`src/rs159_defs.vh`:
```
// Constants of the (15,9) GF(16) Reed-Solomon encoder
`ifndef RS159_DEFS_VH
`define RS159_DEFS_VH

// ==========================================================
// Symbol and block geometry
`define RS159_SYM_W 4
`define RS159_MSG_LEN 4'd9
`define RS159_PAR_LEN 4'd6
`define RS159_BLK_LEN 4'd15
`define RS159_FIRST_SLOT 4'd0
`define RS159_LAST_MSG_SLOT 4'd8
`define RS159_FIRST_PAR_SLOT 4'd9
`define RS159_LAST_SLOT 4'd14
`define RS159_STAGES 7
`define RS159_TAPS 6
`define RS159_FB_STAGE 5
`define RS159_OUT_STAGE 6

// ==========================================================
// Field constants, bit 3 holds the constant term
`define RS159_ZERO 4'h0
`define RS159_ONE 4'h8
`define RS159_ALPHA 4'h4
`define RS159_ALPHA4 4'hc
`define RS159_ORDER 5'd15

// ==========================================================
// Generator polynomial tap coefficients
`define RS159_TAP0 4'h3
`define RS159_TAP1 4'h5
`define RS159_TAP2 4'h3
`define RS159_TAP3 4'hc
`define RS159_TAP4 4'h9
`define RS159_TAP5 4'he

// ==========================================================
// Reset values
`define RS159_CNT_RST 4'h0
`define RS159_STAGE_RST 4'h0
`define RS159_READY_RST 1'b1

`endif

```
`src/rs159_gfmul.v`:
```
// GF(16) multiplier using exponent lookup and inverse lookup
`timescale 1ns/10ps
`default_nettype none
`include "rs159_defs.vh"

module rs159_gfmul (
  input wire [3:0] a_i,
  input wire [3:0] b_i,
  output reg [3:0] p_o
);

  // ==========================================================
  // Exponent of a nonzero element; zero is handled by the caller
  function [3:0] rs159_log;
    input [3:0] e;
    begin
      case (e)
        4'h1: rs159_log = 4'h3;
        4'h2: rs159_log = 4'h2;
        4'h3: rs159_log = 4'h6;
        4'h4: rs159_log = 4'h1;
        4'h5: rs159_log = 4'h9;
        4'h6: rs159_log = 4'h5;
        4'h7: rs159_log = 4'hb;
        4'h8: rs159_log = 4'h0;
        4'h9: rs159_log = 4'he;
        4'ha: rs159_log = 4'h8;
        4'hb: rs159_log = 4'hd;
        4'hc: rs159_log = 4'h4;
        4'hd: rs159_log = 4'h7;
        4'he: rs159_log = 4'ha;
        4'hf: rs159_log = 4'hc;
        default: rs159_log = 4'h0;
      endcase
    end
  endfunction

  // ==========================================================
  // Element for an exponent 0..14
  function [3:0] rs159_alog;
    input [3:0] x;
    begin
      case (x)
        4'h0: rs159_alog = `RS159_ONE;
        4'h1: rs159_alog = `RS159_ALPHA;
        4'h2: rs159_alog = 4'h2;
        4'h3: rs159_alog = 4'h1;
        4'h4: rs159_alog = `RS159_ALPHA4;
        4'h5: rs159_alog = 4'h6;
        4'h6: rs159_alog = 4'h3;
        4'h7: rs159_alog = 4'hd;
        4'h8: rs159_alog = 4'ha;
        4'h9: rs159_alog = 4'h5;
        4'ha: rs159_alog = 4'he;
        4'hb: rs159_alog = 4'h7;
        4'hc: rs159_alog = 4'hf;
        4'hd: rs159_alog = 4'hb;
        4'he: rs159_alog = 4'h9;
        default: rs159_alog = `RS159_ZERO;
      endcase
    end
  endfunction

  reg [4:0] exp_sum;
  reg [4:0] exp_mod;

  // ==========================================================
  // Product
  always @* begin
    exp_sum = {1'b0, rs159_log(a_i)} + {1'b0, rs159_log(b_i)};
    exp_mod = (exp_sum >= `RS159_ORDER) ? (exp_sum - `RS159_ORDER) : exp_sum;
    if ((a_i == `RS159_ZERO) || (b_i == `RS159_ZERO)) begin
      p_o = `RS159_ZERO;
    end else begin
      p_o = rs159_alog(exp_mod[3:0]);
    end
  end

endmodule // rs159_gfmul
`default_nettype wire

```
`src/rs159_enc.v`:
```
// Systematic (15,9) GF(16) Reed-Solomon encoder, top level
`timescale 1ns/10ps
`default_nettype none

// ==========================================================
// Overview of operation
// - Nine 4-bit message symbols in, fifteen systematic code symbols out.
// - Arithmetic is in GF(16) built from 1 + X + X^4, alpha primitive.
// - Six parity symbols are computed and appended after the message.
// - First nine slots pass each symbol out unchanged and into the generator.
// - Slots ten to fifteen force zero feedback and shift parity out.
// - Symbol bits are polynomial coefficients, leftmost bit the constant term.
// - Field addition is bitwise XOR of the coefficient vectors.
// - Nonzero product is alpha to the exponent sum modulo fifteen, via lookups.
// - Any zero operand gives a zero product.
// - Fixed taps 0011, 0101, 0011, 1100, 1001, 1110 for taps zero to five.
// - All seven stages are zero before a block's first message symbol.
// - Message symbol is output and added to stage five as feedback.
// - Feedback is multiplied by every tap coefficient for the next shift.
// - Shift from old values: five to six, lower plus product upward, zero gets product.
// - In parity slots the register shifts first, then output is taken.
// - Optionally parity is read straight from stages five down to zero.

`include "rs159_defs.vh"

module rs159_enc (
  input wire MCLK_I,
  input wire RESET_N_I,
  input wire SYM_VALID_I,
  input wire BLOCK_START_I,
  input wire [3:0] SYM_DATA_I,
  input wire PAR_DIRECT_I,
  output wire READY_O,
  output wire SYM_VALID_O,
  output wire [3:0] SYM_DATA_O,
  output wire BLOCK_FIRST_O,
  output wire BLOCK_LAST_O,
  output wire PARITY_SLOT_O,
  output wire BLOCK_ABORT_O
);

  // ==========================================================
  // States
  localparam [1:0] ST_IDLE = 2'b00;
  localparam [1:0] ST_MSG = 2'b01;
  localparam [1:0] ST_PAR = 2'b10;

  // ==========================================================
  // Decoders used in several places
  function [3:0] rs159_tap;
    input integer idx;
    begin
      case (idx)
        0: rs159_tap = `RS159_TAP0;
        1: rs159_tap = `RS159_TAP1;
        2: rs159_tap = `RS159_TAP2;
        3: rs159_tap = `RS159_TAP3;
        4: rs159_tap = `RS159_TAP4;
        5: rs159_tap = `RS159_TAP5;
        default: rs159_tap = `RS159_ZERO;
      endcase
    end
  endfunction

  // Stage read in direct parity mode: slot 9 reads stage 5, slot 14 stage 0
  function [2:0] rs159_par_idx;
    input [3:0] slot;
    reg [3:0] diff;
    begin
      diff = `RS159_LAST_SLOT - slot;
      rs159_par_idx = diff[2:0];
    end
  endfunction

  function rs159_is_last;
    input [3:0] slot;
    begin
      rs159_is_last = (slot == `RS159_LAST_SLOT);
    end
  endfunction

  // ==========================================================
  // Registers
  reg [1:0] state_q;
  reg [1:0] state_d;
  reg [3:0] cnt_q;
  reg [3:0] cnt_d;
  reg [3:0] stage_q [0:`RS159_STAGES-1];
  reg [3:0] stage_d [0:`RS159_STAGES-1];
  reg ready_q;
  reg ready_d;
  reg valid_q;
  reg valid_d;
  reg [3:0] data_q;
  reg [3:0] data_d;
  reg first_q;
  reg first_d;
  reg last_q;
  reg last_d;
  reg parity_q;
  reg parity_d;
  reg abort_q;
  reg abort_d;

  // ==========================================================
  // Combinational helpers
  reg acc;
  reg start_acc;
  reg msg_acc;
  reg par_slot;
  reg shift_en;
  reg [3:0] slot_cur;
  reg [3:0] fb;
  reg [3:0] pre [0:`RS159_STAGES-1];
  wire [3:0] prod [0:`RS159_TAPS-1];
  reg [3:0] par_sym;
  // One loop index per process, so no block wakes another
  integer i_pre;
  integer i_nxt;
  integer i_rst;

  // ==========================================================
  // Slot decode and feedback
  always @* begin
    // In idle only a start is taken; other symbols there are dropped
    acc = SYM_VALID_I & ready_q;
    start_acc = acc & BLOCK_START_I;
    msg_acc = start_acc | (acc & (state_q == ST_MSG));
    par_slot = (state_q == ST_PAR);
    slot_cur = start_acc ? `RS159_FIRST_SLOT : cnt_q;
    // A new start discards any partial block before its first symbol
    for (i_pre = 0; i_pre < `RS159_STAGES; i_pre = i_pre + 1) begin
      pre[i_pre] = start_acc ? `RS159_STAGE_RST : stage_q[i_pre];
    end
    if (msg_acc) begin
      fb = SYM_DATA_I ^ pre[`RS159_FB_STAGE];
    end else begin
      fb = `RS159_ZERO;
    end
    // Direct read-out leaves the register still during parity slots
    shift_en = msg_acc | (par_slot & ~PAR_DIRECT_I);
  end

  // ==========================================================
  // Tap multipliers
  // Taps are constants, so each multiplier folds to plain XOR logic
  genvar g;
  generate
    for (g = 0; g < `RS159_TAPS; g = g + 1) begin : gen_tap
      rs159_gfmul u_mul (
        .a_i(fb),
        .b_i(rs159_tap(g)),
        .p_o(prod[g])
      );
    end
  endgenerate

  // ==========================================================
  // Register next value
  // Shift mode moves every stage; direct mode holds them for read-out
  always @* begin
    for (i_nxt = 0; i_nxt < `RS159_STAGES; i_nxt = i_nxt + 1) begin
      stage_d[i_nxt] = stage_q[i_nxt];
    end
    if (shift_en) begin
      stage_d[`RS159_OUT_STAGE] = pre[`RS159_FB_STAGE];
      for (i_nxt = 1; i_nxt < `RS159_TAPS; i_nxt = i_nxt + 1) begin
        stage_d[i_nxt] = pre[i_nxt-1] ^ prod[i_nxt];
      end
      stage_d[0] = prod[0];
    end else if (start_acc) begin
      for (i_nxt = 0; i_nxt < `RS159_STAGES; i_nxt = i_nxt + 1) begin
        stage_d[i_nxt] = `RS159_STAGE_RST;
      end
    end
  end

  // ==========================================================
  // Sequencing
  always @* begin
    state_d = state_q;
    cnt_d = cnt_q;
    case (state_q)
      ST_IDLE: begin
        if (start_acc) begin
          state_d = ST_MSG;
          cnt_d = `RS159_FIRST_SLOT + 4'd1;
        end
      end
      ST_MSG: begin
        if (msg_acc) begin
          cnt_d = slot_cur + 4'd1;
          if (slot_cur == `RS159_LAST_MSG_SLOT) begin
            state_d = ST_PAR;
          end
        end
      end
      ST_PAR: begin
        if (rs159_is_last(cnt_q)) begin
          state_d = ST_IDLE;
          cnt_d = `RS159_CNT_RST;
        end else begin
          cnt_d = cnt_q + 4'd1;
        end
      end
      default: begin
        state_d = ST_IDLE;
        cnt_d = `RS159_CNT_RST;
      end
    endcase
    // Input is refused while parity leaves, so upstream stalls for six slots
    ready_d = (state_d != ST_PAR);
  end

  // ==========================================================
  // Parity read-out, direct mode reads the still register
  // Shift mode takes the top stage after this cycle's shift
  always @* begin
    if (PAR_DIRECT_I) begin
      par_sym = stage_q[rs159_par_idx(cnt_q)];
    end else begin
      par_sym = stage_d[`RS159_OUT_STAGE];
    end
  end

  // ==========================================================
  // Output next value
  always @* begin
    valid_d = msg_acc | par_slot;
    first_d = msg_acc & (slot_cur == `RS159_FIRST_SLOT);
    last_d = par_slot & rs159_is_last(cnt_q);
    parity_d = par_slot;
    abort_d = start_acc & (state_q == ST_MSG) & (cnt_q != `RS159_FIRST_SLOT);
    if (msg_acc) begin
      data_d = SYM_DATA_I;
    end else if (par_slot) begin
      data_d = par_sym;
    end else begin
      data_d = `RS159_ZERO;
    end
  end

  // ==========================================================
  // Flip-flops
  always @(posedge MCLK_I or negedge RESET_N_I) begin
    if (!RESET_N_I) begin
      for (i_rst = 0; i_rst < `RS159_STAGES; i_rst = i_rst + 1) begin
        stage_q[i_rst] <= `RS159_STAGE_RST;
      end
    end else begin
      for (i_rst = 0; i_rst < `RS159_STAGES; i_rst = i_rst + 1) begin
        stage_q[i_rst] <= stage_d[i_rst];
      end
    end
  end

  // Control, kept apart so each register has a plain reset
  always @(posedge MCLK_I or negedge RESET_N_I) begin
    if (!RESET_N_I) begin
      state_q <= ST_IDLE;
    end else begin
      state_q <= state_d;
    end
  end

  always @(posedge MCLK_I or negedge RESET_N_I) begin
    if (!RESET_N_I) begin
      cnt_q <= `RS159_CNT_RST;
    end else begin
      cnt_q <= cnt_d;
    end
  end

  always @(posedge MCLK_I or negedge RESET_N_I) begin
    if (!RESET_N_I) begin
      ready_q <= `RS159_READY_RST;
    end else begin
      ready_q <= ready_d;
    end
  end

  // Output registers, one process each
  always @(posedge MCLK_I or negedge RESET_N_I) begin
    if (!RESET_N_I) begin
      valid_q <= 1'b0;
    end else begin
      valid_q <= valid_d;
    end
  end

  always @(posedge MCLK_I or negedge RESET_N_I) begin
    if (!RESET_N_I) begin
      data_q <= `RS159_ZERO;
    end else begin
      data_q <= data_d;
    end
  end

  always @(posedge MCLK_I or negedge RESET_N_I) begin
    if (!RESET_N_I) begin
      first_q <= 1'b0;
    end else begin
      first_q <= first_d;
    end
  end

  always @(posedge MCLK_I or negedge RESET_N_I) begin
    if (!RESET_N_I) begin
      last_q <= 1'b0;
    end else begin
      last_q <= last_d;
    end
  end

  always @(posedge MCLK_I or negedge RESET_N_I) begin
    if (!RESET_N_I) begin
      parity_q <= 1'b0;
    end else begin
      parity_q <= parity_d;
    end
  end

  always @(posedge MCLK_I or negedge RESET_N_I) begin
    if (!RESET_N_I) begin
      abort_q <= 1'b0;
    end else begin
      abort_q <= abort_d;
    end
  end

  // ==========================================================
  // Ports
  assign READY_O = ready_q;
  assign SYM_VALID_O = valid_q;
  assign SYM_DATA_O = data_q;
  assign BLOCK_FIRST_O = first_q;
  assign BLOCK_LAST_O = last_q;
  assign PARITY_SLOT_O = parity_q;
  assign BLOCK_ABORT_O = abort_q;

endmodule // rs159_enc
`default_nettype wire

```
`config.mk`:
```
export PLATFORM = sky130hd
export DESIGN_NAME = rs159_enc
export DESIGN_NICKNAME = d
export VERILOG_FILES = /design/src/rs159_gfmul.v /design/src/rs159_enc.v
export VERILOG_INCLUDE_DIRS = /design/src /design/src/src
export SDC_FILE = /design/constraint.sdc
export NUM_CORES = 1
export LEC_CHECK = 0
export BUFFER_PORTS_ARGS = -buffer_cell sky130_fd_sc_hd__buf_2
export CORE_MARGIN = 4
export CORE_UTILIZATION = 55
export DETAILED_ROUTE_END_ITERATION = 16
export PLACE_DENSITY_LB_ADDON = 0.2
export SYNTH_ARGS = -nofsm -noshare
export SYNTH_HDL_FRONTEND = slang
export SYNTH_SLANG_ARGS = --single-unit
```
`constraint.sdc`:
```
create_clock -name MCLK_I -period 6.5 [get_ports MCLK_I]
set_clock_uncertainty 0.1 [all_clocks]
set_input_delay 0.65 -clock MCLK_I [delete_from_list [all_inputs] [get_ports MCLK_I]]
set_output_delay 0.65 -clock MCLK_I [all_outputs]
set_load 0.03 [all_outputs]
```
**Word level (Yosys, flattened, before mapping)**

Memory sizes are Yosys's and may differ from the RTL's.
Index checks and enable logic that the tools add are counted.

- Output and inout bits: 10
- Register bits: 44
- Memories kept: 18
- ROM bits: 1,152

- Add/sub/neg operators: 15
- Reductions and logical operators: 6
- $lt $le $gt $ge: 7
- Eq/ne operators: 7
- Mux-type cells: 37
- Bitwise gates (word level): 19

Memory list:

| name | words | bits a word | read ports | clocked after memory_dff | wr ports | RTL line | RTL |
|---|---|---|---|---|---|---|---|
| (name not given) | 16 | 4 | 1 | 0 | 0 | rs159_gfmul.v:17 | `case (e)` |
| (name not given) | 16 | 4 | 1 | 0 | 0 | rs159_gfmul.v:17 |  |
| (name not given) | 16 | 4 | 1 | 0 | 0 | rs159_gfmul.v:43 | `case (x)` |
| (name not given) | 16 | 4 | 1 | 0 | 0 | rs159_gfmul.v:17 |  |
| (name not given) | 16 | 4 | 1 | 0 | 0 | rs159_gfmul.v:17 |  |
| (name not given) | 16 | 4 | 1 | 0 | 0 | rs159_gfmul.v:43 |  |
| 12 more memories | -- | -- | -- | -- | -- | -- |  |

Operators by type and width:

| kind | count |
|---|---|
| $mux 4 | 28 |
| $mux 28 | 2 |
| $add 4x4->5 | 6 |
| $ge 5x4->1 const B | 6 |
| $sub 4x4->4 const B | 6 |
| $xor 4x4->4 | 6 |
| $bmux 4 s3 | 1 |
| $pmux 4 s3 | 1 |
| $add 4x1->4 const B | 2 |
| $and 1x1->1 | 8 |
| $eq 4x4->1 const B | 2 |
| $logic_not 4->1 | 2 |
| $mux 2 | 4 |
| $ne 2x2->1 const B | 3 |
| $pmux 2 s3 | 1 |
| $ge 4x4->1 const B | 1 |
| $not 3->4 | 1 |
| $reduce_bool 4->1 | 1 |
| $or 1x1->1 | 3 |
| $sub 3x3->3 const A | 1 |
| $eq 2x1->1 const B | 1 |
| $eq 2x2->1 const B | 1 |
| $logic_not 2->1 | 1 |
| $reduce_and 2->1 | 1 |
| 2 further kinds | 2 |

**Longest topological paths before layout**

Gate-level depths: netlist of the first run.
An unclocked memory read counts as a cell.

- Word-level depth: 16
- Depth in mapped cells: 27

**Cells and area by module**

A second synthesis of the first run with hierarchy kept.

- Cells, all modules: 1,042
- Area total of the unflattened synthesis: 8,943.6 µm²

By module, submodules not included:

| module | seq. area each (µm²) | cells an instance | area each (µm²) | instances |
|---|---|---|---|---|
| rs159_gfmul at gen_tap[2].u_mul ... | 0.0 | 141 | 1,083.5 | 3 |
| rs159_enc | 1,102.3 | 220 | 2,593.7 | 1 |
| rs159_gfmul at gen_tap[0].u_mul ... | 0.0 | 132 | 1,031.0 | 2 |
| rs159_gfmul at gen_tap[5].u_mul | 0.0 | 135 | 1,037.2 | 1 |

**Least setup slack after synthesis of the first run**

OpenSTA, ideal clock, no wires.

- Path kind: reg-to-reg
- Start: register ready_q (netlist: READY_O)
- End: register stage_q[9] (netlist bit)
- Stages on the path, launching flop included: 27
- Required time: 6.264 ns
- Arrival time: 5.532 ns
- Path slack: 0.732 ns
- Cell sequence: dfstp_2 nand2_1 a21oi_2 clkbuf_1 nand2_1 inv_1 ha_1 o31ai_1 a21o_1 buf_2 inv_2 buf_1 ha_1 clkbuf_1 clkinv_1 nor2_1 o21ai_0 nand2_1 nand2_1 ha_1 and3_1 o221ai_1 o211a_1 a31oi_1 a211oi_1 xor2_1 o21ai_0

- Word-level cells in the longest chain between the ends: 13

Ends and longest elaborated chain:

| element | RTL line | RTL |
|---|---|---|
| from (decl) | rs159_enc.v:90 | `reg ready_q;` |
| from (signal assigned) | rs159_enc.v:276 | `` ready_q <= `RS159_READY_RST; `` |
| from (signal assigned) | rs159_enc.v:278 | `ready_q <= ready_d;` |
| $and 1x1->1 (*) | rs159_enc.v:126 | `acc = SYM_VALID_I & ready_q;` |
| $and 1x1->1 | rs159_enc.v:127 | `start_acc = acc & BLOCK_START_I;` |
| $mux 4 | rs159_enc.v:133 | `` pre[i_pre] = start_acc ? `RS159_STAGE_RST : stage_q[i_pre]; `` |
| $xor 4x4->4 | rs159_enc.v:136 | `` fb = SYM_DATA_I ^ pre[`RS159_FB_STAGE]; `` |
| $mux 4 | rs159_enc.v:135 | `if (msg_acc) begin` |
| $mem_v2 16x4 | -- |  |
| $add 4x4->5 | rs159_gfmul.v:70 | `exp_sum = {1'b0, rs159_log(a_i)} + {1'b0, rs159_log(b_i)};` |
| $sub 4x4->4 (no source line) / $ge 5x4->1 (equally long branches) | -- |  |
| $mux 4 | rs159_gfmul.v:71 | `` exp_mod = (exp_sum >= `RS159_ORDER) ? (exp_sum - `RS159_ORDER) : exp_sum; `` |
| $mem_v2 16x4 | -- |  |
| $mux 4 | rs159_gfmul.v:72 | `` if ((a_i == `RS159_ZERO) \|\| (b_i == `RS159_ZERO)) begin `` |
| $xor 4x4->4 | rs159_enc.v:168 | `stage_d[i_nxt] = pre[i_nxt-1] ^ prod[i_nxt];` |
| $mux 28 | rs159_enc.v:165 | `if (shift_en) begin` |
| to (signal, indexed assignment) | rs159_enc.v:248 | `` stage_q[i_rst] <= `RS159_STAGE_RST; `` |
| to (signal, indexed assignment) | rs159_enc.v:252 | `stage_q[i_rst] <= stage_d[i_rst];` |
| to (decl) | rs159_enc.v:88 | `` reg [3:0] stage_q [0:`RS159_STAGES-1]; `` |

Every way passes the cells marked *; elsewhere a longest branch is shown, timed or not.
A chain may end at the register's enable or synchronous reset.

**Worst setup path in the final report of the first run**

- Start: input BLOCK_START_I
- End: register stage_q[9] (netlist bit)

- Word-level cells in the longest chain between the ends: 12

Ends and longest elaborated chain:

| element | RTL line | RTL |
|---|---|---|
| from (decl) | rs159_enc.v:30 | `input wire BLOCK_START_I,` |
| $and 1x1->1 (*) | rs159_enc.v:127 |  |
| $mux 4 | rs159_enc.v:133 |  |
| $xor 4x4->4 | rs159_enc.v:136 |  |
| $mux 4 | rs159_enc.v:135 |  |
| $mem_v2 16x4 | -- |  |
| $add 4x4->5 | rs159_gfmul.v:70 |  |
| $sub 4x4->4 (no source line) / $ge 5x4->1 (equally long branches) | -- |  |
| $mux 4 | rs159_gfmul.v:71 |  |
| $mem_v2 16x4 | -- |  |
| $mux 4 | rs159_gfmul.v:72 |  |
| $xor 4x4->4 | rs159_enc.v:168 |  |
| $mux 28 | rs159_enc.v:165 |  |

Marks and branches as above.

==> results.ini, run 1 <==
[cts]
clk_latency_ns = 0.30
postCtsHoldBufs = 0
cts_buffer_depth = 2
cts_buffers = 5
cts_tree = built
clk_pin_slew_ns = 0.09
clockRootBuffer = clkbuf_8
htree_levels = 2
cts.sink_count = 44
ctsResizeCount = 0
post_cts.repair.setup_buffers = 0

[sta]
period_share = 0.900
max_freq_mhz = 171
whs_ns = 0.415
worst_slack_ns = 0.649
slew_headroom = 0.334
worst_pin_slew_ns = 0.999
final-setup-viol-count = 0
hold_violations = 0
tns_ns = 0
period_needed_ns = 5.85
rsz0062_at_grt = no
finalMaxSlewViolations = 0

[die]
initial_core_util = 0.574
die-width_um = 107
dieArea_sq_um = 11400
die_h_um = 107
core_area_sq_um = 9370
io_pins = 19
fp-row-count = 35

[synth]
synth_top_family_by_area = compound AO/OA/AOI/OAI gates
synth_cells = 696
synth-async-reset-ratio = 1.00
synth-xor-area-share = 0.0309
synthAdderAreaFrac = 0.0720
synth-seq-cells = 44
synth_compound_area_frac = 0.339
ys_seq_area_frac = 0.205
synth_top_area_frac = 0.200
mappedNetlistArea_sq_um = 5380
yosys.area_share.simple = 0.242
ys_types = 94
muxShareOfSynthArea = 0.0472
synth_edf_count = 0
synth_area_per_cell_sq_um = 7.74
yosys_warnings = 0
synth_nets = 736
synth_area_leaders = dfrtp_1 (20%), ha_1 (7.2%), nand2_1 (5.8%), o21ai_0 (4.3%), nand3_1 (4.2%)
synthFlopType = dfrtp_1
synth_area_leader_cell = dfrtp_1

[grt]
track_usage = 0.284
overflow = 0
first_global_vias = 5117
antenna_found_initial = 0
grt_pass1_wl_um = 26700
grt_max_degree = 45

[job]
cap_violations = 0

[route]
postRouteWirelength_um = 16200
dr.pass1.iters = 5
wl_per_cell_um = 19.6
first_iter_violations = 450
drtAntennaViolNets = 0
vias_per_cell = 6.83
routed-via-count = 5638
drc = 0

[place]
gp_congestion = 0.955
io_buffers = 18
hpwl_um = 12000
placed_area_sq_um = 5590
dp.cells = 818
pre_cts_slack_ns = 0.422

[layout]
final_nets = 736
fin_util = 0.608
final_cells = 826
area_delta_synth_final_pct = 5.90
layout-drive-gt1-share = 0.132
diodes = 0
fin_area_sq_um = 5700

[worst_setup_path]
cp_slowest_cell = o32a_2
worstSetupEndpointType = register
cp_max_fo = 12
cp_num_buf_inv = 5
worstSetupStartpointType = input port
cpPeakStageDelay_ns = 0.42
critPathKind = in -> reg
reg2reg_depth = 23
cp.arrival_ns = 5.92
critPathTopFamily = compound AO/OA/AOI/OAI gates
required_ns = 6.57
worst-path-stages = 25

[power_and_ir_drop]
vdd_drop_max_v = 0.000441
total_power_mw = 3.55
cellLeakagePower_nw = 2.37
power_density_nw_per_um2 = 623

[status]
status = complete, no violations

[worst_hold_path]
hold_class = in -> async

[cells by family after synthesis]
group	after synthesis
AO/OA/AOI/OAI	241
XOR/XNOR	19
adder cells (fa/ha/maj)	31
buffers and inverters	79
flip-flops	44
multiplexers	19
AND/OR/NAND/NOR	263
[path summary, 6_finish.rpt]
check | startpoint | end | slack [ns]
worst min-delay path | RESET_N_I | BLOCK_FIRST_O | 0.41
worst min register to register | stage_q[20] | stage_q[20] | 0.42
worst max-delay path | BLOCK_START_I | stage_q[9] | 0.65
worst max register to register | READY_O | stage_q[9] | 0.66
min in group MCLK_I | stage_q[20] | stage_q[20] | 0.42
max in group asynchronous | RESET_N_I | stage_q[17] | 5.27
[synthesized netlist by cell type (17+ instances only)]
library cell   n
nand2_1       83
nor2_1        49
o21ai_0       46
nand3_1       45
dfrtp_1       43
a21oi_1       37
ha_1          31
inv_1         30
clkbuf_1      28
nand2b_1      17
o211ai_1      17
[metal layers]
metal,up-vias,share of wire,GRT usage
li1,2626,-,-
met1,2684,0.43,0.395
met2,293,0.46,0.461
met3,35,0.088,0.0458
met4,0,0.021,0.0712
met5,-,0,0
[registers in the layout, summed over array words and instances (netlist names)]
register / flops
stage_q: 28
SYM_DATA_O: 4
cnt_q: 4
state_q: 2
BLOCK_ABORT_O: 1
BLOCK_FIRST_O: 1
BLOCK_LAST_O: 1
PARITY_SLOT_O: 1
READY_O: 1
SYM_VALID_O: 1
[placed cells by master, fill, tap and decap left out, drive strengths merged, types with 15 or more instances in the layout]
cell,n
nand3,45
buf,37
a211oi,17
nor2,50
nand2b,17
dfrtp,43
a21oi,39
nor3,16
o21ai,53
ha,31
inv,34
o211ai,21
nand2,84
xnor2,15
[area by class of cell]
| class | count | area [sq um] |
|---|---|---|
| Multi-Input combinational cell | 573 | 3960 |
| Fill cell | 893 | 3670 |
| Sequential cell | 44 | 1100 |
| Timing Repair Buffer | 37 | 233 |
| Tap cell | 129 | 161 |
| Inverter | 35 | 134 |
| Clock buffer | 5 | 68.8 |
| Clock inverter | 3 | 47.5 |
[power by group]
group / internal [mW] / switching, mW
Clock: 0.116 / 0.0991
Sequential: 0.385 / 0.131
Combinational: 1.09 / 1.73
Power figures use the tool's default switching activity.
==> run 2: changes to the inputs <==
Settings changed: PLACE_DENSITY from default to 0.72, PLACE_DENSITY_LB_ADDON 0.2 to default.
==> run 2 against run 1 <==
  * Via count fell by 2.3%
  * Count of clock-buffer cells in the layout did not move
  * Core utilization barely moved
  * Critical path type unchanged
  * Largest power group unchanged
  * Highest routed layer unchanged
==> results.ini, run 2 (synthesis gave the netlist of run 1 again) <==
[sta]
max_freq_mhz = 170  ; -0.37%
period_needed_ns = 5.87  ; +0.0220 ns
finalMaxSlewViolations = 0  ; unchanged
final-setup-viol-count = 0  ; unchanged
tns_ns = 0  ; unchanged
rsz0062_at_grt = no
hold_violations = 0  ; unchanged
period_share = 0.903  ; +0.00338
worst_pin_slew_ns = 0.923  ; -0.0757 ns
slew_headroom = 0.368  ; +0.0345

[die]
dieArea_sq_um = 11400  ; unchanged
core_area_sq_um = 9370  ; unchanged
fp-row-count = 35  ; unchanged
die-width_um = 107  ; unchanged
die_h_um = 107  ; unchanged
initial_core_util = 0.574  ; unchanged
io_pins = 19  ; unchanged

[worst_setup_path]
cp_slowest_cell = o32a_2
cpPeakStageDelay_ns = 0.45  ; +0.03 ns
cp_max_fo = 12  ; unchanged
critPathKind = in -> reg
worstSetupEndpointType = register
worstSetupStartpointType = input port
required_ns = 6.58  ; about the same
cp.arrival_ns = 5.95  ; +0.03 ns

[cts]
postCtsHoldBufs = 0  ; unchanged
htree_levels = 2  ; unchanged
clockRootBuffer = clkbuf_8
clk_pin_slew_ns = 0.09  ; about the same
post_cts.repair.setup_buffers = 0  ; unchanged
cts_buffers = 5  ; unchanged
cts_tree = built
cts.sink_count = 44  ; unchanged
cts_buffer_depth = 2  ; unchanged
clk_latency_ns = 0.30  ; about the same
ctsResizeCount = 0  ; unchanged

[route]
drc = 0  ; unchanged
wl_per_cell_um = 19.3  ; -1.3%
postRouteWirelength_um = 16000  ; -1.3%
drtAntennaViolNets = 0  ; unchanged
routed-via-count = 5508  ; -2.3%
vias_per_cell = 6.67  ; -2.3%
first_iter_violations = 469  ; +4.2%
dr.pass1.iters = 6  ; +1

[power_and_ir_drop]
pwr-share-comb = 0.793  ; about the same
seq_power_share = 0.147  ; +0.002
p_clk_frac = 0.060  ; about the same
power_density_nw_per_um2 = 623  ; about the same
vdd_drop_max_v = 0.000558  ; +27%
switching_share = 0.551  ; -0.000787
switchingPower_mw = 1.96  ; about the same
cellLeakagePower_nw = 2.37  ; -0.20%
p_int_mw = 1.59  ; +0.22%

[layout]
final_nets = 736  ; unchanged
final_cells = 826  ; unchanged
layout-drive-gt1-share = 0.132  ; unchanged
regMostFlops = stage_q
area_delta_synth_final_pct = 5.88  ; about the same
final_common_cell = nand2_1
final_cell_mix = nand2_1 (83), nor2_1 (48), o21ai_0 (45), nand3_1 (45), dfrtp_1 (43)
largest_register_ff_count = 28  ; unchanged
diodes = 0  ; unchanged

[grt]
track_usage = 0.282  ; -0.00218
overflow = 0  ; unchanged
grt_pass1_wl_um = 26200  ; -1.6%
antenna_found_initial = 0  ; unchanged
first_global_vias = 5028  ; -1.7%
grt_max_degree = 45  ; unchanged

[job]
cap_violations = 0  ; unchanged

[place]
io_buffers = 18  ; unchanged
dp.cells = 818  ; unchanged
gp_congestion = 0.932  ; -2.4%
hpwl_um = 12100  ; +0.87%

[status]
status = complete, no violations

[worst_hold_path]
hold_class = in -> async

-- run 2: cell count changes in the layout (fill, tap and decap cells not counted) --
cell and delta:
clkinv_4 -2, clkinvlp_4 +1, inv_6 +1
-- run 2: path summary, 6_finish.rpt --
path / slack [ns] / cells past startpoint / from / endpoint
setup reg to reg: 0.67 / 24 / READY_O / stage_q[9]
max in group asynchronous: 5.30 / 1 / RESET_N_I / stage_q[17]
hold / removal: 0.39 / 1 / RESET_N_I / cnt_q[3]
hold reg to reg: 0.41 / 2 / stage_q[0] / stage_q[0]
setup / recovery: 0.63 / 25 / BLOCK_START_I / stage_q[9]
min in group MCLK_I: 0.41 / 2 / stage_q[0] / stage_q[0]
-- run 2: worst max-delay path, delay by kind of cell --
| family | cells | cell delay (ns) |
|---|---|---|
| AOI/OAI and AO/OA | 8 | 1.82 |
| xor gates and xnor gates | 2 | 0.42 |
| adders and majority gates | 3 | 0.97 |
| buffers and inverters | 5 | 0.68 |
| muxes | 1 | 0.09 |
| and+or+nand+nor | 6 | 1.31 |
-- run 2: metal layers --
metal / GRT usage / routed length [um] / vias up
li1: - / - / 2624
met4: 0.0904 / 429 / 0
met2: 0.436 / 7060 / 263
met1: 0.411 / 7160 / 2590
met3: 0.0313 / 1320 / 31
met5: 0 / 0 / -
-- run 2: power groups by stage --
stage                     clock network [mW]  logic, mW  registers [mW]
after floorplan                            0       2.15           0.465
after global placement                     0       2.70           0.513
after detailed placement                   0       2.76           0.519
after CTS                              0.218       2.77           0.515
after global routing                   0.229       3.10           0.535
final                                  0.215       2.82           0.521
-- run 2: cell type report --
| cell class | instances | area, sq um |
|---|---|---|
| Multi-Input combinational cell | 573 | 3960 |
| Fill cell | 872 | 3670 |
| Sequential cell | 44 | 1100 |
| Timing Repair Buffer | 37 | 233 |
| Tap cell | 129 | 161 |
| Inverter | 35 | 134 |
| Clock buffer | 5 | 68.8 |
| Clock inverter | 3 | 46.3 |
-- run 2: through the flow --
step / hold slack [ns] / total power [mW] / util / cell area [sq um] / setup slack, ns
after floorplan: 0.254 / 2.61 / - / 5380 / 0.732
after global placement: 0.372 / 3.21 / 0.596 / 5590 / 0.623
after detailed placement: 0.383 / 3.28 / 0.596 / 5590 / 0.352
after CTS: 0.413 / 3.51 / 0.608 / 5700 / 0.676
after global routing: 0.440 / 3.86 / 0.608 / 5700 / 0.198
final: 0.391 / 3.55 / 0.608 / 5700 / 0.628
==> run 3: changes to the inputs <==
Settings changed: CORE_UTILIZATION 55 to 64, PLACE_DENSITY 0.72 to 0.82.
==> run 3 against run 2 <==
  * Non-clock buffer count is 3 lower
  * Core utilization is 7.9 points higher
  * Final cell count is 3.3% lower
  * Global-route usage is 4.0 points higher
  * Largest power group unchanged
  * Design area is 0.94% lower
  * Register-to-register slack worse by 0.09 ns
  * Combinational power hardly changed
  * Largest cell class unchanged
==> results.ini, run 3 (synthesis gave the netlist of run 1 again) <==
[layout]
fin_area_sq_um = 5650  ; -0.94%
final_nets = 733  ; -0.41%
regMostFlops = stage_q
final_common_cell = nand2_1
diodes = 0  ; unchanged
largest_register_ff_count = 28  ; unchanged
layout-drive-gt1-share = 0.127  ; -0.00519
final_cell_mix = nand2_1 (83), nor2_1 (48), o21ai_0 (45), nand3_1 (45), dfrtp_1 (43)
area_delta_synth_final_pct = 4.88

[route]
routed-via-count = 5663  ; +2.8%
dr.pass1.iters = 8  ; +2
first_iter_violations = 540  ; +15%
vias_per_cell = 7.09  ; +6.3%
postRouteWirelength_um = 15900  ; -0.19%
wl_per_cell_um = 20.0  ; +3.2%
drc = 0  ; unchanged
drtAntennaViolNets = 0  ; unchanged

[sta]
hold_violations = 0  ; unchanged
final-setup-viol-count = 0  ; unchanged
finalMaxSlewViolations = 0  ; unchanged
period_share = 0.917  ; +0.0138
worst_pin_slew_ns = 0.992  ; +0.0681 ns
rsz0062_at_grt = no
period_needed_ns = 5.96  ; +0.0897 ns
tns_ns = 0  ; unchanged
slew_headroom = 0.339  ; -0.0295
max_freq_mhz = 168  ; -1.5%

[die]
fp-row-count = 33  ; -5.7%
die-width_um = 99.7  ; -6.8%
dieArea_sq_um = 9940  ; -13%
io_pins = 19  ; unchanged
initial_core_util = 0.655  ; +0.0807
die_h_um = 99.7  ; -6.8%
core_area_sq_um = 8220  ; -12%

[worst_setup_path]
required_ns = 6.57  ; about the same
worstSetupEndpointType = register
worst_r2r_startpoint = READY_O
critPathKind = in -> reg
reg2reg_depth = 24  ; unchanged
worstSetupStartpointType = input port
cp.arrival_ns = 6.04  ; +0.09 ns
rrSetupSlack_ns = 0.58  ; -0.09 ns
r2r-end = stage_q[9]
cp_max_fo = 12  ; unchanged

[cts]
cts_buffer_depth = 2  ; unchanged
clk_pin_slew_ns = 0.09  ; about the same
cts_buffers = 5  ; unchanged
cts_tree = built
htree_levels = 2  ; unchanged
ctsResizeCount = 0  ; unchanged
post_cts.repair.setup_buffers = 0  ; unchanged
clockRootBuffer = clkbuf_8
cts.sink_count = 44  ; unchanged
postCtsHoldBufs = 0  ; unchanged
clk_latency_ns = 0.30  ; about the same

[grt]
track_usage = 0.322  ; +0.0400
grt_pass1_wl_um = 26200  ; about the same
grt_max_degree = 45  ; unchanged
first_global_vias = 5177  ; +3.0%
overflow = 0  ; unchanged
antenna_found_initial = 0  ; unchanged

[place]
gp_congestion = 0.945  ; +1.4%
io_buffers = 18  ; unchanged
hpwl_um = 11800  ; -2.0%
placed_area_sq_um = 5530  ; -1.1%

[power_and_ir_drop]
vdd_drop_max_v = 0.000565  ; +1.2%
power_density_nw_per_um2 = 626  ; +0.50%
cellLeakagePower_nw = 2.36  ; -0.35%

[worst_hold_path]
min_from = stage_q[2]
holdPathStages = 2
hold_end = stage_q[2]
hold_class = reg -> reg

[job]
cap_violations = 0  ; unchanged

[status]
status = complete, no violations

## run 3: per-stage QoR
stage	instances	total power, mW	setup WS (ns)	util	hold WS (ns)
6_report	799	3.54	0.538	0.687	0.404
5_1_grt	799	3.85	0.233	0.687	0.440
4_1_cts	799	3.47	0.634	0.687	0.406
3_5_place_dp	791	3.24	0.339	0.672	0.382
3_3_place_gp	791	3.14	0.547	0.672	0.372
2_1_floorplan	696	2.61	0.732	-	0.254
## run 3: cell type report
class                      count  area (sq um)
multi-input combinational    573          3950
fill                         681          2570
sequential                    44          1100
timing repair buffer          34           210
inverter                      35           134
tap                          105           131
clock buffer                   6          82.6
clock inverter                 2          38.8
## run 3: power by group
group | total [mW] | switching [mW] | internal (mW)
Combinational | 2.79 | 1.71 | 1.08
Sequential | 0.521 | 0.136 | 0.385
Clock | 0.224 | 0.0978 | 0.126
Total | 3.54 | 1.95 | 1.59
## run 3: worst max-delay path, cell delays in order
cell and delay [ns]:
buf_2 0.16, and3_4 0.26, o211ai_2 0.36, nand2_1 0.17, ha_1 0.31, inv_1 0.04, mux2i_1 0.22, o32a_2 0.28
nand2_1 0.26, inv_1 0.21, ha_1 0.20, o311a_1 0.21, a21boi_1 0.52, o21ai_0 0.16, buf_4 0.19, nand2_1 0.11
nand2_1 0.15, ha_1 0.34, and3_1 0.20, o221ai_1 0.18, o211a_1 0.18, a31oi_1 0.09, a211oi_1 0.31, xor2_1 0.18
o21ai_0 0.09
## run 3: how the worst max path moves through the flow
stage                  startpoint         end  slack [ns]  depth (start not counted)
floorplan                 READY_O  stage_q[9]        0.73                         26
finish              BLOCK_START_I  stage_q[9]        0.54                         25
global placement    BLOCK_START_I  stage_q[9]        0.55                         25
detailed placement  BLOCK_START_I  stage_q[9]        0.34                         25
CTS                 BLOCK_START_I  stage_q[9]        0.63                         25
global route        BLOCK_START_I  stage_q[9]        0.23                         25
## run 3: layer usage
layer	track usage	part of all wire	vias to the layer above
li1	-	-	2626
met1	0.448	0.42	2670
met3	0.0456	0.099	44
met4	0.120	0.032	0
met2	0.508	0.45	323
met5	0	0	-
